[src/hdl/adcr_map.svh]
// Purpose : Offsets, field positions and reset values of the decoder control registers.
// Assumes : 7-bit register addresses, 8-bit registers.
// Notes   : Definitions only; included by bare name.
`ifndef ADCR_MAP_SVH
`define ADCR_MAP_SVH

// ----------------------------------------------------------------
// Register offsets
// ----------------------------------------------------------------
`define ADCR_OFS_CHIP_ID       7'h01
`define ADCR_OFS_CLK_CTRL      7'h05
`define ADCR_OFS_PLL_MULT      7'h06
`define ADCR_OFS_PLL_DIV       7'h07
`define ADCR_OFS_REQUEST_LINE_POLARITY       7'h0C
`define ADCR_OFS_EDGE_SEL      7'h0D
`define ADCR_OFS_LAST_ERR      7'h0F
`define ADCR_OFS_RESTART       7'h10
`define ADCR_OFS_PLAY          7'h13
`define ADCR_OFS_MUTE          7'h14
`define ADCR_OFS_ANC_CMD       7'h16
`define ADCR_OFS_PIN_FUNC      7'h18
`define ADCR_OFS_LOCK          7'h40
`define ADCR_OFS_ANC_BITS_L    7'h41
`define ADCR_OFS_ANC_BITS_H    7'h42
`define ADCR_OFS_HEAD_H        7'h43
`define ADCR_OFS_HEAD_M        7'h44
`define ADCR_OFS_HEAD_L        7'h45
`define ADCR_OFS_ANC_FIRST     7'h59
`define ADCR_OFS_ANC_LAST      7'h5D

// ----------------------------------------------------------------
// Reset values (hardware and software reset alike)
// ----------------------------------------------------------------
`define ADCR_RST_CLK_CTRL      8'h21
`define ADCR_RST_PLL_MULT      8'h0C
`define ADCR_RST_PLL_DIV       8'h00
`define ADCR_RST_REQUEST_LINE_POLARITY       8'h01
`define ADCR_RST_EDGE_SEL      8'h04
`define ADCR_RST_PLAY          8'h01
`define ADCR_RST_MUTE          8'h00
`define ADCR_RST_ANC_CMD       8'h00
`define ADCR_RST_PIN_FUNC      8'h00
`define ADCR_RST_ZERO          8'h00

// ----------------------------------------------------------------
// Field positions and sizes
// ----------------------------------------------------------------
`define ADCR_BIT_INVERT        2
`define ADCR_BIT_PLAY          0
`define ADCR_BIT_MUTE          0
`define ADCR_ANC_BYTES         5

`endif

[src/hdl/adcr_pkg.sv]
// Purpose : Types shared by the decoder control register block.
// Assumes : Offsets and reset values live in adcr_map.svh.
// Notes   : Packed structs carry grouped signals across ports.
package adcr_pkg;

	// ----------------------------------------------------------------
	// Register access request from the control-bus engine
	// ----------------------------------------------------------------
	typedef struct packed {
		logic       wr;     // One-cycle write strobe
		logic       rd;     // One-cycle read strobe
		logic [6:0] addr;   // Register sub-address
		logic [7:0] wdata;  // Write byte
	} adcr_reg_req_s;

	// Clock generator control byte, bit 7 first
	typedef struct packed {
		logic sharedPinEnable;
		logic crystalOutPadDisable;
		logic outputClockPadEnable;
		logic systemToOutputClock;
		logic vcoDisable;
		logic crystalToCoreDivider;
		logic crystalToOutclkDivider;
		logic fractionUpdate;
	} adcr_clk_ctrl_s;

	// Per-frame report from the decoding datapath
	typedef struct packed {
		logic        sync;     // Pulse: locked onto a new frame
		logic [20:0] header;   // Captured header bits 20..0
		logic        good;     // Pulse: frame decoded correctly
		logic [15:0] ancBits;  // Ancillary bits in that frame
	} adcr_frame_s;

	// Error codes
	typedef enum logic [7:0] {
		ADCR_ERR_NONE   = 8'h00,
		ADCR_ERR_CRC    = 8'h01,
		ADCR_ERR_NODATA = 8'h02
	} adcr_err_e;

	// Ancillary buffer fill sequencer
	typedef enum logic [2:0] {
		ADCR_FILL_IDLE = 3'b001,
		ADCR_FILL_RUN  = 3'b010,
		ADCR_FILL_DONE = 3'b100
	} adcr_fill_e;

endpackage : adcr_pkg

[src/hdl/adcr_anc_mem.sv]
// Purpose : Small byte buffer holding the ancillary data for host readout.
// Assumes : One write and one read port on the same clock.
// Notes   : Read data is registered; one cycle of read latency.
`timescale 1ns/10ps
module adcr_anc_mem #(
	parameter int DEPTH = 5,
	parameter int WIDTH = 8,
	parameter int AW    = 3
) (
	input  wire logic             mclk,
	input  wire logic             rstN,
	input  wire logic             clr,
	input  wire logic             wrEn,
	input  wire logic [AW-1:0]    wrAddr,
	input  wire logic [WIDTH-1:0] wrData,
	input  wire logic [AW-1:0]    rdAddr,
	output logic      [WIDTH-1:0] rdData_q
);

	// ----------------------------------------------------------------
	// Storage words
	// ----------------------------------------------------------------
	logic [WIDTH-1:0] word_q [DEPTH];  // One flop row per byte

	// Each row clears on either reset, so readout is zero before any fill
	genvar gi;
	generate
		for (gi = 0; gi < DEPTH; gi++)
		begin : g_word
			always_ff @(posedge mclk or negedge rstN)
			begin
				if (!rstN)
					word_q[gi] <= '0;
				else if (clr)
					word_q[gi] <= '0;
				else if (wrEn && (wrAddr == AW'(gi)))
					word_q[gi] <= wrData;
			end
		end
	endgenerate

	// ----------------------------------------------------------------
	// Registered read; out-of-range index reads zero
	// ----------------------------------------------------------------
	always_ff @(posedge mclk or negedge rstN)
	begin
		if (!rstN)
			rdData_q <= '0;
		else if (rdAddr < AW'(DEPTH))
			rdData_q <= word_q[rdAddr];
		else
			rdData_q <= '0;
	end

endmodule : adcr_anc_mem

[src/hdl/adcr_control_regs.sv]
// Purpose : Control and status registers of the compressed-audio decoder.
// Assumes : Control-bus engine presents byte requests synchronous to mclk.
// Notes   : Reads answer two cycles after the strobe; all outputs registered.
`timescale 1ns/10ps
`include "adcr_map.svh"

// Summary of operation
// - Fixed read-only chip identification byte
// - Clock control resets 0x21, bit0 fraction transfer
// - Bit1 feeds output divider from crystal
// - Bit2 feeds core divider from crystal
// - Bit3 disables VCO, zero after reset
// - Bit4 output clock at system rate
// - Bit5 enables output clock pad, resets one
// - Bit6 disables crystal output pad
// - Bit7 enables shared pin, left cleared
// - PLL multiplier 0x0C, divider 0x00, read/write
// - Request polarity: 0x01 high, bit2 low
// - Edge select 0x00 rising, 0x04 falling
// - Error byte holds latest error code
// - Restart write soft-resets, clears command, idles
// - Play resets one, acts in decode mode
// - Mute silences output, clock keeps running
// - Nonzero load command refills five ancillary bytes
// - Pin function bit2: clock or request
// - Buffered clock follows crystal input frequency up to half of mclk
// - Lock state: search, confirm, locked
// - Two bytes form ancillary bit count
// - Header bytes refresh on each new sync
module adcr_control_regs #(
	parameter logic [7:0] CHIP_ID = 8'h5A  // Arbitrary identification value
) (
	input  wire logic                     mclk,
	input  wire logic                     rst_n,
	input  wire adcr_pkg::adcr_reg_req_s  regReq,
	output logic      [7:0]               regRdData_q,
	output logic                          regRdValid_q,
	input  wire adcr_pkg::adcr_frame_s    frameIn,
	input  wire logic                     errEvent,
	input  wire adcr_pkg::adcr_err_e      errCode,
	input  wire logic [1:0]               lockState,
	input  wire logic                     decodeMode,
	input  wire logic                     crystalIn,
	input  wire logic                     dataWanted,
	input  wire logic [39:0]              ancSource,
	output adcr_pkg::adcr_clk_ctrl_s      clkCtrl_q,
	output logic      [7:0]               pllMult_q,
	output logic      [7:0]               pllDiv_q,
	output logic                          reqActiveLow_q,
	output logic                          sampleOnFalling_q,
	output logic                          softReset_q,
	output logic                          playActive_q,
	output logic                          muteActive_q,
	output logic                          ancFillBusy_q,
	output logic                          sharedPin_q,
	output logic                          sharedPinOe_q
);
	import adcr_pkg::*;

	// ----------------------------------------------------------------
	// Reset release
	// ----------------------------------------------------------------
	logic rstMeta_q;  // First release stage
	logic rstN;       // Released reset used everywhere else

	// Assert asynchronously, release after two edges
	always_ff @(posedge mclk or negedge rst_n)
	begin
		if (!rst_n)
		begin
			rstMeta_q <= 1'b0;
			rstN      <= 1'b0;
		end
		else
		begin
			rstMeta_q <= 1'b1;
			rstN      <= rstMeta_q;
		end
	end

	// ----------------------------------------------------------------
	// Address decode
	// ----------------------------------------------------------------
	// Decoding used by the write path; the read path decodes in its own case
	function automatic logic hit(input logic [6:0] a, input logic [6:0] ofs);
		hit = (a == ofs);
	endfunction : hit

	// Only byte writes to writable offsets land; writes elsewhere are dropped
	wire wrClk     = regReq.wr && hit(regReq.addr, `ADCR_OFS_CLK_CTRL);
	wire wrMult    = regReq.wr && hit(regReq.addr, `ADCR_OFS_PLL_MULT);
	wire wrDiv     = regReq.wr && hit(regReq.addr, `ADCR_OFS_PLL_DIV);
	wire wrReqPol  = regReq.wr && hit(regReq.addr, `ADCR_OFS_REQUEST_LINE_POLARITY);
	wire wrEdge    = regReq.wr && hit(regReq.addr, `ADCR_OFS_EDGE_SEL);
	wire wrRestart = regReq.wr && hit(regReq.addr, `ADCR_OFS_RESTART);
	wire wrPlay    = regReq.wr && hit(regReq.addr, `ADCR_OFS_PLAY);
	wire wrMute    = regReq.wr && hit(regReq.addr, `ADCR_OFS_MUTE);
	wire wrAncCmd  = regReq.wr && hit(regReq.addr, `ADCR_OFS_ANC_CMD);
	wire wrPinFunc = regReq.wr && hit(regReq.addr, `ADCR_OFS_PIN_FUNC);

	// ----------------------------------------------------------------
	// Writable registers
	// ----------------------------------------------------------------
	logic [7:0] reqPol_q;    // Request line polarity byte
	logic [7:0] edgeSel_q;   // Input clock edge select byte
	logic [7:0] play_q;      // Play command byte
	logic [7:0] mute_q;      // Mute command byte
	logic [7:0] ancCmd_q;    // Ancillary load command byte
	logic [7:0] pinFunc_q;   // Shared pin function byte
	logic       fillStart;   // Sequencer leaves idle this cycle

	// Host writes; restart puts every byte back to its reset value
	always_ff @(posedge mclk or negedge rstN)
	begin
		if (!rstN)
		begin
			clkCtrl_q <= `ADCR_RST_CLK_CTRL;
			pllMult_q <= `ADCR_RST_PLL_MULT;
			pllDiv_q  <= `ADCR_RST_PLL_DIV;
			reqPol_q  <= `ADCR_RST_REQUEST_LINE_POLARITY;
			edgeSel_q <= `ADCR_RST_EDGE_SEL;
			play_q    <= `ADCR_RST_PLAY;
			mute_q    <= `ADCR_RST_MUTE;
			ancCmd_q  <= `ADCR_RST_ANC_CMD;
			pinFunc_q <= `ADCR_RST_PIN_FUNC;
		end
		else if (wrRestart)
		begin
			// Soft reset: command byte cleared with everything else
			clkCtrl_q <= `ADCR_RST_CLK_CTRL;
			pllMult_q <= `ADCR_RST_PLL_MULT;
			pllDiv_q  <= `ADCR_RST_PLL_DIV;
			reqPol_q  <= `ADCR_RST_REQUEST_LINE_POLARITY;
			edgeSel_q <= `ADCR_RST_EDGE_SEL;
			play_q    <= `ADCR_RST_PLAY;
			mute_q    <= `ADCR_RST_MUTE;
			ancCmd_q  <= `ADCR_RST_ANC_CMD;
			pinFunc_q <= `ADCR_RST_PIN_FUNC;
		end
		else
		begin
			if (wrClk)
				clkCtrl_q <= regReq.wdata;
			if (wrMult)
				pllMult_q <= regReq.wdata;
			if (wrDiv)
				pllDiv_q  <= regReq.wdata;
			if (wrReqPol)
				reqPol_q  <= regReq.wdata;
			if (wrEdge)
				edgeSel_q <= regReq.wdata;
			if (wrPlay)
				play_q    <= regReq.wdata;
			if (wrMute)
				mute_q    <= regReq.wdata;
			if (wrPinFunc)
				pinFunc_q <= regReq.wdata;
			// A host write in the start cycle wins over the self-clear
			if (wrAncCmd)
				ancCmd_q  <= regReq.wdata;
			else if (fillStart)
				ancCmd_q  <= `ADCR_RST_ANC_CMD;
		end
	end

	// ----------------------------------------------------------------
	// Status captured from the datapath
	// ----------------------------------------------------------------
	logic [7:0]  lastErr_q;   // Most recent error code
	logic [15:0] ancBits_q;   // Ancillary bits of last good frame
	logic [20:0] header_q;    // Last captured frame header

	// Restart clears status, but an event in that same cycle is kept
	always_ff @(posedge mclk or negedge rstN)
	begin
		if (!rstN)
		begin
			lastErr_q <= ADCR_ERR_NONE;
			ancBits_q <= '0;
			header_q  <= '0;
		end
		else
		begin
			if (errEvent)
				lastErr_q <= errCode;
			else if (wrRestart)
				lastErr_q <= ADCR_ERR_NONE;
			if (frameIn.good)
				ancBits_q <= frameIn.ancBits;
			else if (wrRestart)
				ancBits_q <= '0;
			if (frameIn.sync)
				header_q  <= frameIn.header;
			else if (wrRestart)
				header_q  <= '0;
		end
	end

	// ----------------------------------------------------------------
	// Ancillary buffer fill sequencer
	// ----------------------------------------------------------------
	adcr_fill_e fillState_q;   // Sequencer state
	adcr_fill_e fillState_d;   // Next state
	logic [2:0] fillIdx_q;     // Byte being written
	wire        fillLast = (fillIdx_q == 3'(`ADCR_ANC_BYTES - 1));
	wire        fillWr   = (fillState_q == ADCR_FILL_RUN);

	assign fillStart = (fillState_q == ADCR_FILL_IDLE) && (ancCmd_q != 8'h00) && !wrRestart;

	// One byte per cycle; a command rewritten meanwhile queues another pass
	always_comb
	begin
		fillState_d = fillState_q;
		case (fillState_q)
			ADCR_FILL_IDLE: if (fillStart) fillState_d = ADCR_FILL_RUN;
			ADCR_FILL_RUN:  if (fillLast) fillState_d = ADCR_FILL_DONE;
			ADCR_FILL_DONE: fillState_d = ADCR_FILL_IDLE;
			default:        fillState_d = ADCR_FILL_IDLE;
		endcase
	end

	// State and byte index; restart abandons a fill in flight
	always_ff @(posedge mclk or negedge rstN)
	begin
		if (!rstN)
		begin
			fillState_q <= ADCR_FILL_IDLE;
			fillIdx_q   <= '0;
		end
		else if (wrRestart)
		begin
			fillState_q <= ADCR_FILL_IDLE;
			fillIdx_q   <= '0;
		end
		else
		begin
			fillState_q <= fillState_d;
			fillIdx_q   <= fillWr ? fillIdx_q + 3'h1 : 3'h0;
		end
	end

	// ----------------------------------------------------------------
	// Ancillary byte buffer
	// ----------------------------------------------------------------
	wire [6:0] ancOfs   = regReq.addr - `ADCR_OFS_ANC_FIRST;
	wire [7:0] ancByte  = ancSource[{fillIdx_q, 3'h0} +: 8];
	logic [7:0] ancRd;   // Registered buffer read data

	adcr_anc_mem #(
		.DEPTH (`ADCR_ANC_BYTES),
		.WIDTH (8),
		.AW    (3)
	) u_anc_mem (
		.mclk     (mclk),
		.rstN     (rstN),
		.clr      (wrRestart),
		.wrEn     (fillWr),
		.wrAddr   (fillIdx_q),
		.wrData   (ancByte),
		.rdAddr   (ancOfs[2:0]),
		.rdData_q (ancRd)
	);

	// ----------------------------------------------------------------
	// Read path: stage one selects, stage two drives the bus
	// ----------------------------------------------------------------
	logic       rdStage_q;   // Read taken last cycle
	logic [6:0] rdAddr_q;    // Its address
	logic [7:0] rdMux;       // Selected byte

	// Unmapped and write-only offsets read as zero
	always_comb
	begin
		rdMux = 8'h00;
		case (rdAddr_q)
			`ADCR_OFS_CHIP_ID:    rdMux = CHIP_ID;
			`ADCR_OFS_CLK_CTRL:   rdMux = clkCtrl_q;
			`ADCR_OFS_PLL_MULT:   rdMux = pllMult_q;
			`ADCR_OFS_PLL_DIV:    rdMux = pllDiv_q;
			`ADCR_OFS_REQUEST_LINE_POLARITY:    rdMux = reqPol_q;
			`ADCR_OFS_EDGE_SEL:   rdMux = edgeSel_q;
			`ADCR_OFS_LAST_ERR:   rdMux = lastErr_q;
			`ADCR_OFS_PLAY:       rdMux = play_q;
			`ADCR_OFS_MUTE:       rdMux = mute_q;
			`ADCR_OFS_ANC_CMD:    rdMux = ancCmd_q;
			`ADCR_OFS_PIN_FUNC:   rdMux = pinFunc_q;
			`ADCR_OFS_LOCK:       rdMux = {6'h00, lockState};
			`ADCR_OFS_ANC_BITS_L: rdMux = ancBits_q[7:0];
			`ADCR_OFS_ANC_BITS_H: rdMux = ancBits_q[15:8];
			`ADCR_OFS_HEAD_H:     rdMux = {3'h0, header_q[20:16]};
			`ADCR_OFS_HEAD_M:     rdMux = header_q[15:8];
			`ADCR_OFS_HEAD_L:     rdMux = header_q[7:0];
			default:
				if (rdAddr_q >= `ADCR_OFS_ANC_FIRST && rdAddr_q <= `ADCR_OFS_ANC_LAST)
					rdMux = ancRd;
		endcase
	end

	// Host reads whole bytes only, so no partial-lane handling here
	always_ff @(posedge mclk or negedge rstN)
	begin
		if (!rstN)
		begin
			rdStage_q    <= 1'b0;
			rdAddr_q     <= '0;
			regRdValid_q <= 1'b0;
			regRdData_q  <= 8'h00;
		end
		else
		begin
			rdStage_q    <= regReq.rd;
			rdAddr_q     <= regReq.addr;
			regRdValid_q <= rdStage_q;
			regRdData_q  <= rdStage_q ? rdMux : 8'h00;
		end
	end

	// ----------------------------------------------------------------
	// Control outputs to the clock, input and output stages
	// ----------------------------------------------------------------
	wire pinIsRequest = pinFunc_q[`ADCR_BIT_INVERT];
	wire reqLow       = reqPol_q[`ADCR_BIT_INVERT];

	// Crystal input is resampled, so the buffered clock keeps its rate
	// but lags by a cycle and is limited to half of mclk
	always_ff @(posedge mclk or negedge rstN)
	begin
		if (!rstN)
		begin
			reqActiveLow_q    <= 1'b0;
			sampleOnFalling_q <= 1'b1;
			softReset_q       <= 1'b0;
			playActive_q      <= 1'b0;
			muteActive_q      <= 1'b0;
			ancFillBusy_q     <= 1'b0;
			sharedPin_q       <= 1'b0;
			sharedPinOe_q     <= 1'b0;
		end
		else
		begin
			reqActiveLow_q    <= reqLow;
			sampleOnFalling_q <= edgeSel_q[`ADCR_BIT_INVERT];
			softReset_q       <= wrRestart;
			playActive_q      <= play_q[`ADCR_BIT_PLAY] && decodeMode;
			muteActive_q      <= mute_q[`ADCR_BIT_MUTE];
			ancFillBusy_q     <= fillState_d == ADCR_FILL_RUN;
			sharedPin_q       <= pinIsRequest ? (dataWanted ^ reqLow) : crystalIn;
			sharedPinOe_q     <= clkCtrl_q.sharedPinEnable;
		end
	end
endmodule : adcr_control_regs

[config.mk]
export PLATFORM = sky130hd
export DESIGN_NAME = adcr_control_regs
export DESIGN_NICKNAME = d
export VERILOG_FILES = /design/src/hdl/adcr_pkg.sv /design/src/hdl/adcr_anc_mem.sv /design/src/hdl/adcr_control_regs.sv
export VERILOG_INCLUDE_DIRS = /design/src /design/src/hdl
export SDC_FILE = /design/constraint.sdc
export NUM_CORES = 1
export LEC_CHECK = 0
export ABC_CLOCK_PERIOD_IN_PS = 6530
export BUFFER_PORTS_ARGS = -buffer_cell sky130_fd_sc_hd__buf_2
export CAP_MARGIN = 20
export CORE_ASPECT_RATIO = 0.5
export CORE_MARGIN = 1.5
export CORE_UTILIZATION = 57
export DETAILED_ROUTE_END_ITERATION = 10
export GPL_TIMING_DRIVEN = 0
export PLACE_DENSITY = 0.8
export SYNTH_ARGS = -nofsm -noshare
export SYNTH_HDL_FRONTEND = slang
export SYNTH_SLANG_ARGS = --single-unit
[constraint.sdc]
create_clock -name mclk -period 6.53 [get_ports mclk]
set_input_delay 1.6325 -clock mclk [delete_from_list [all_inputs] [get_ports mclk]]
set_output_delay 1.6325 -clock mclk [all_outputs]
set_load 0.005 [all_outputs]
# After elaboration in Yosys (flattened, before gate mapping)
# Cells that the tools add are included.
[totals]
ff_bits = 198
out_inout_bits = 41
inputBits = 112
word_cells = 172
[op_classes]
bitwise = 2
mux = 49
reduce_logical = 39
shift = 1
n_addsub = 2
n_lt_le_gt_ge = 4
eq_ne = 34
[ops]
columns = ["op", "count"]
rows = [
  ["$mux W8", 36],
  ["$pmux W8 S17", 1],
  ["$eq A7 B5 Y1 const B", 9],
  ["$eq A7 B3 Y1 const B", 6],
  ["$eq A7 B7 Y1 const B", 6],
  ["$mux W21", 2],
  ["$shiftx A40 B7 Y8", 1],
  ["$eq A7 B4 Y1 const B", 5],
  ["$mux W16", 2],
  ["$reduce_bool A2 Y1", 16],
  ["$bmux W8 S3", 1],
  ["$logic_and A1 B1 Y1", 19],
  ["$mux W3", 5],
  ["$eq A3 B2 Y1 const B", 4],
  ["$reduce_bool A8 Y1", 1],
  ["$eq A7 B1 Y1 const B", 1],
  ["$ge A7 B7 Y1 const B", 1],
  ["$le A7 B7 Y1 const B", 1],
  ["$eq A3 B1 Y1 const B", 2],
  ["$pmux W3 S2", 1],
  ["$ge A4 B4 Y1 const B", 1],
  ["$not A3 Y4", 1],
  ["$add A3 B1 Y3 const B", 1],
  ["$eq A3 B3 Y1 const B", 1],
  ["7 further kinds", 7],
]

# Longest topological paths before layout
[logic_depth]
ltp_word = 7
ltp_mapped = 12
depth_no_buf = 8

# Hierarchy
# From an unflattened synthesis, not the netlist that was laid out.
[unflattened]
hier_cells = 988
hier_area_um2 = 9748.1
[modules_own_cells]
columns = ["mod", "cells_each", "n_inst", "seq_area_each_um2", "area_per_inst_um2"]
rows = [
  ["adcr_control_regs", 788, 1, 3764.9, 7559.8],
  ["adcr_anc_mem", 200, 1, 1201.2, 2188.3],
]

# Worst setup path after synthesis
# Ideal clock, no wire load.
[synth_timing]
path_kind = "input port to flip-flop"
start = "input port regReq[8] (netlist bit)"
end = "register u_anc_mem.rdData_q[5]"
n_path_buf = 4
cell_stages = 11
arrival_time_ns = 3.624
setup_time_ns = 0.096
required_time_ns = 6.434
setup_slack_ns = 2.810
cell_sequence = "clkbuf_1 > clkbuf_1 > inv_1 > ha_1 > clkbuf_1 > xnor2_1 > clkbuf_1 > a21oi_1 > a31oi_1 > nand2_1 > o31ai_1"
[synth_via]
elab_chain_cells = 6
word_cells_on_any_way = 7
classes_between = "1 x add/sub; 1 x order compare; 4 x mux; 1 x bitwise"
[synth_rtl]
columns = ["item", "line_no", "source"]
rows = [
  ["from (decl)", "adcr_control_regs.sv:35", "input wire adcr_pkg::adcr_reg_req_s regReq,"],
  ["$sub A3 B1 Y3 (no line) *", "n/a", ""],
  ["$not A3 Y4 (implied by the code)", "adcr_anc_mem.sv:50", "rdData_q <= word_q[rdAddr];"],
  ["$bmux W8 S3", "adcr_anc_mem.sv:50", ""],
  ["$mux W8 (implied by the code) (2 in series)", "adcr_anc_mem.sv:50", ""],
  ["$mux W8 *", "adcr_anc_mem.sv:49", "else if (rdAddr < AW'(DEPTH))"],
  ["to (signal assigned)", "adcr_anc_mem.sv:50", ""],
  ["to (decl)", "adcr_anc_mem.sv:17", "output logic [WIDTH-1:0] rdData_q"],
]
# Every way passes the cells marked *; elsewhere a longest branch is shown, timed or not. The select of a mux whose other input is x is not followed.
# A chain may end at the register's enable or synchronous reset.

# Worst setup path in the final report
[layout_timing]
start = "input port regReq[8] (netlist bit)"
end = "register u_anc_mem.rdData_q[0]"
# Same word-level chain as after synthesis.

==> flow_summary.json <==
{
  "synth_top_cell_area_share_pct": 48.9,
  "grt_max_degree": 69,
  "p_leak_nw": 5.43,
  "cts.clk_slew.worst_paths_ns": 0.08,
  "status": "finished clean",
  "syn_area_per_cell_sq_um": 9.79,
  "crit_path_end_kind": "register",
  "wirelength_microns": 30100,
  "hold_class": "register to async pin",
  "startpoint": "regReq[8]",
  "cts_buffer_depth": 2,
  "fin_crit_ns": 4.21,
  "ys_seq_area_share_pct": 51.3,
  "gp_congestion": 0.974,
  "overflow": 0,
  "rrSetupSlack_ns": 3.75,
  "synth_seq_cells": 198,
  "swShare_pct": 30.0,
  "cts_setup_buffers": 0,
  "timing.fmax_mhz": 237,
  "syn_area_sq_um": 9670,
  "io_buffer_count": 143,
  "insertion_delay_ns": 0.45,
  "setup_viol": 0,
  "dp_hpwl_microns": 21900,
  "dieArea_sq_um": 17800,
  "yosysMostFrequentCell": "dfrtp_1",
  "reg2reg_from": "rdAddr_q[1]",
  "h-tree-depth": 4,
  "hold_viol_final": 0,
  "grt_pass1_wl_microns": 46200,
  "reg2reg_depth": 8,
  "synth_top_flop_cell": "dfrtp_1",
  "r2r-end": "regRdData_q[7]",
  "core_sq_um": 16500,
  "post_cts_resized": 0,
  "grt_setup_unrepaired": "no",
  "ys_types": 65,
  "critPathLaunchType": "primary input",
  "syn_to_final_growth_pct": 17.7,
  "ant_nets": 0,
  "start_util_pct": 58.7,
  "cap_violations": 0,
  "timing.final.crit_share_pct": 64.5,
  "p_comb_share_pct": 13.4,
  "antenna_found_initial": 0,
  "cp.arrival_ns": 4.56,
  "vias": 8470,
  "cp_slowest_stage_delay_ns": 0.52,
  "cts_sinks": 198,
  "cts_tree": "built",
  "final.setup.tns_ns": 0,
  "crit_required_ns": 6.88,
  "critPathMaxFanout": 10,
  "critPathKind": "primary input to register",
  "clock_power_share_pct": 37.5,
  "p_int_mw": 2.07,
  "viasPerCell": 6.08,
  "syn_nets": 1109,
  "final_area_sq_um": 11400,
  "drt_iter0_markers": 810,
  "seq_power_share_pct": 49.1,
  "nets": 1274,
  "routedWlPerCell_microns": 21.6,
  "antenna_cells": 0,
  "slew_headroom_pct": 33.4,
  "peakVddDrop_mv": 0.169,
  "drc": 0,
  "die_x_microns": 187,
  "grt_pass1_vias": 8127,
  "path_cells": "buf_2, clkbuf_1, clkbuf_1, inv_1, ha_1, clkbuf_1, xnor2_1, clkbuf_1, nand2_1, a31oi_1, nand2_1, o31ai_1",
  "cts_buffers": 17,
  "fp.dieH_microns": 95.1,
  "ios": 153,
  "power_switching_uw": 886,
  "path_common_cell": "clkbuf_1",
  "power_density_nw_per_um2": 260,
  "finalMaxSlewViolations": 0,
  "tightest_slew_ns": 0.973,
  "synthArstFlopShare_pct": 100,
  "final_util_pct": 69.1,
  "grt_use_total_pct": 34.9,
  "ys_top_cells_by_area": "dfrtp_1, mux2i_1, nand2_1, nor2_1, o21ai_0",
  "whs_ns": 0.287,
  "finClkSkew_ns": 0.00967,
  "postPlaceCellArea_sq_um": 10800,
  "drive_gt1_share_pct": 21.1,
  "synth_top_area_cell": "dfrtp_1",
  "critical-path-slowest-cell": "xnor2_1",
  "crit_end": "u_anc_mem.rdData_q[0]",
  "cts_hold_buf": 0,
  "synth_common_cells": "dfrtp_1, nand2_1, nor2_1",
  "clock-root-buffer": "clkbuf_16",
  "synth_edf_count": 0,
  "firstDrtPassIters": 5,
  "rows": 33,
  "synth_cells": 988,
  "ys.warnings.count": 0
}
through the flow:
stage / power [mW] / std cells / setup slack [ns]
finish: 2.96 / 1393 / 2.32
floorplan: 1.68 / 988 / 0.620
global placement: 1.83 / 1358 / -1.35
global route: 3.06 / 1393 / 2.00
detailed placement: 1.86 / 1361 / 1.94
CTS: 2.95 / 1393 / 2.39
power groups by stage:
stage / clock network [mW] / registers (mW) / logic [mW]
6_report: 1.11 / 1.45 / 0.396
4_1_cts: 1.11 / 1.45 / 0.393
2_1_floorplan: 0 / 1.45 / 0.229
3_5_place_dp: 0 / 1.47 / 0.389
3_3_place_gp: 0 / 1.48 / 0.349
5_1_grt: 1.16 / 1.46 / 0.441
critical path: cells and delay by family:
| family | cells | cell delay [ns] |
|---|---|---|
| adder cells (fa/ha/maj) | 1 | 0.21 |
| XOR/XNOR | 1 | 0.52 |
| buffers and inverters | 6 | 1.62 |
| AO/OA/AOI/OAI | 2 | 0.36 |
| AND/OR/NAND/NOR | 2 | 0.20 |
routing by layer:
metal,global-route usage [%],routed length (microns),vias to the layer above
met1,48.8,13400,4170
met3,7.58,2680,47
met5,0,0,-
met2,54.2,13400,433
li1,-,-,3820
met4,13.4,629,0
sequential cells by signal, indices dropped and copies added, names as in the netlist, 7 cells and up:
name                flops
play_q                  8
header_q               21
u_anc_mem.word_q       40
u_anc_mem.rdData_q      8
mute_q                  8
lastErr_q               8
reqPol_q                8
rdAddr_q                7
ancBits_q              16
regRdData_q             8
pllMult_q               8
edgeSel_q               8
pllDiv_q                8
clkCtrl_q               8
ancCmd_q                8
pinFunc_q               8
layout make-up:
type | instances | area [sq um]
buffer | 74 | 325
clock buffer | 17 | 425
clock inverter | 15 | 199
fill | 1283 | 5090
inverter | 17 | 63.8
multi-input combinational | 699 | 4320
sequential | 198 | 4970
tap | 227 | 284
timing repair buffer | 146 | 798
worst min-delay path by stage:
stage / start / endpoint / slack [ns] / cells past startpoint
2_1_floorplan: rstMeta_q / rstN / 0.33 / 0
3_3_place_gp: rstMeta_q / rstN / 0.34 / 0
3_5_place_dp: rstN / fillIdx_q[1] / 0.30 / 0
4_1_cts: rstN / u_anc_mem.word_q[13] / 0.30 / 0
5_1_grt: rstN / fillIdx_q[1] / 0.33 / 0
6_report: rstN / fillIdx_q[1] / 0.29 / 0
kinds of logic (layout without fill, tap and decap cells):
| family | after synthesis | in the layout | synth area share, % |
|---|---|---|---|
| other | 1 | 1 | 0.0388 |
| flip-flops | 198 | 198 | 51.3 |
| buffers and inverters | 91 | 269 | 4.02 |
| multiplexers | 97 | 97 | 11.3 |
| adder cells (fa/ha/maj) | 9 | 9 | 1.16 |
| AND/OR/NAND/NOR | 370 | 370 | 17.5 |
| XOR/XNOR | 4 | 4 | 0.362 |
| AO/OA/AOI/OAI | 218 | 218 | 14.3 |
placed cells by master, fill, tap and decap left out, types with 3 or more instances in the layout:
cell,netlist,routed
dfrtp_1,189,188
buf_2,26,169
nand2_1,151,151
nor2_1,111,111
mux2i_1,84,84
o21ai_0,69,69
a21oi_1,50,50
clkbuf_1,35,35
nor3_1,31,31
a22oi_1,24,24
nand3_1,23,23
a22o_1,22,22
clkbuf_16,0,17
inv_1,15,15
a31oi_1,10,10
mux4_2,9,9
buf_1,9,9
nor2b_1,9,9
ha_1,9,9
dfstp_2,9,9
a32oi_1,8,8
o31ai_1,7,7
and2_1,7,7
nor4_1,5,5
o21ai_1,5,5
and3_1,4,4
nand2b_1,4,4
buf_4,4,4
mux2_2,4,4
nand3b_1,4,4
clkinv_8,0,4
inv_8,0,4
nor4b_2,3,3
a221oi_1,3,3
a2111oi_0,3,3
inv_6,0,3
buf_16,0,3
(Power assumes the default switching activity.)
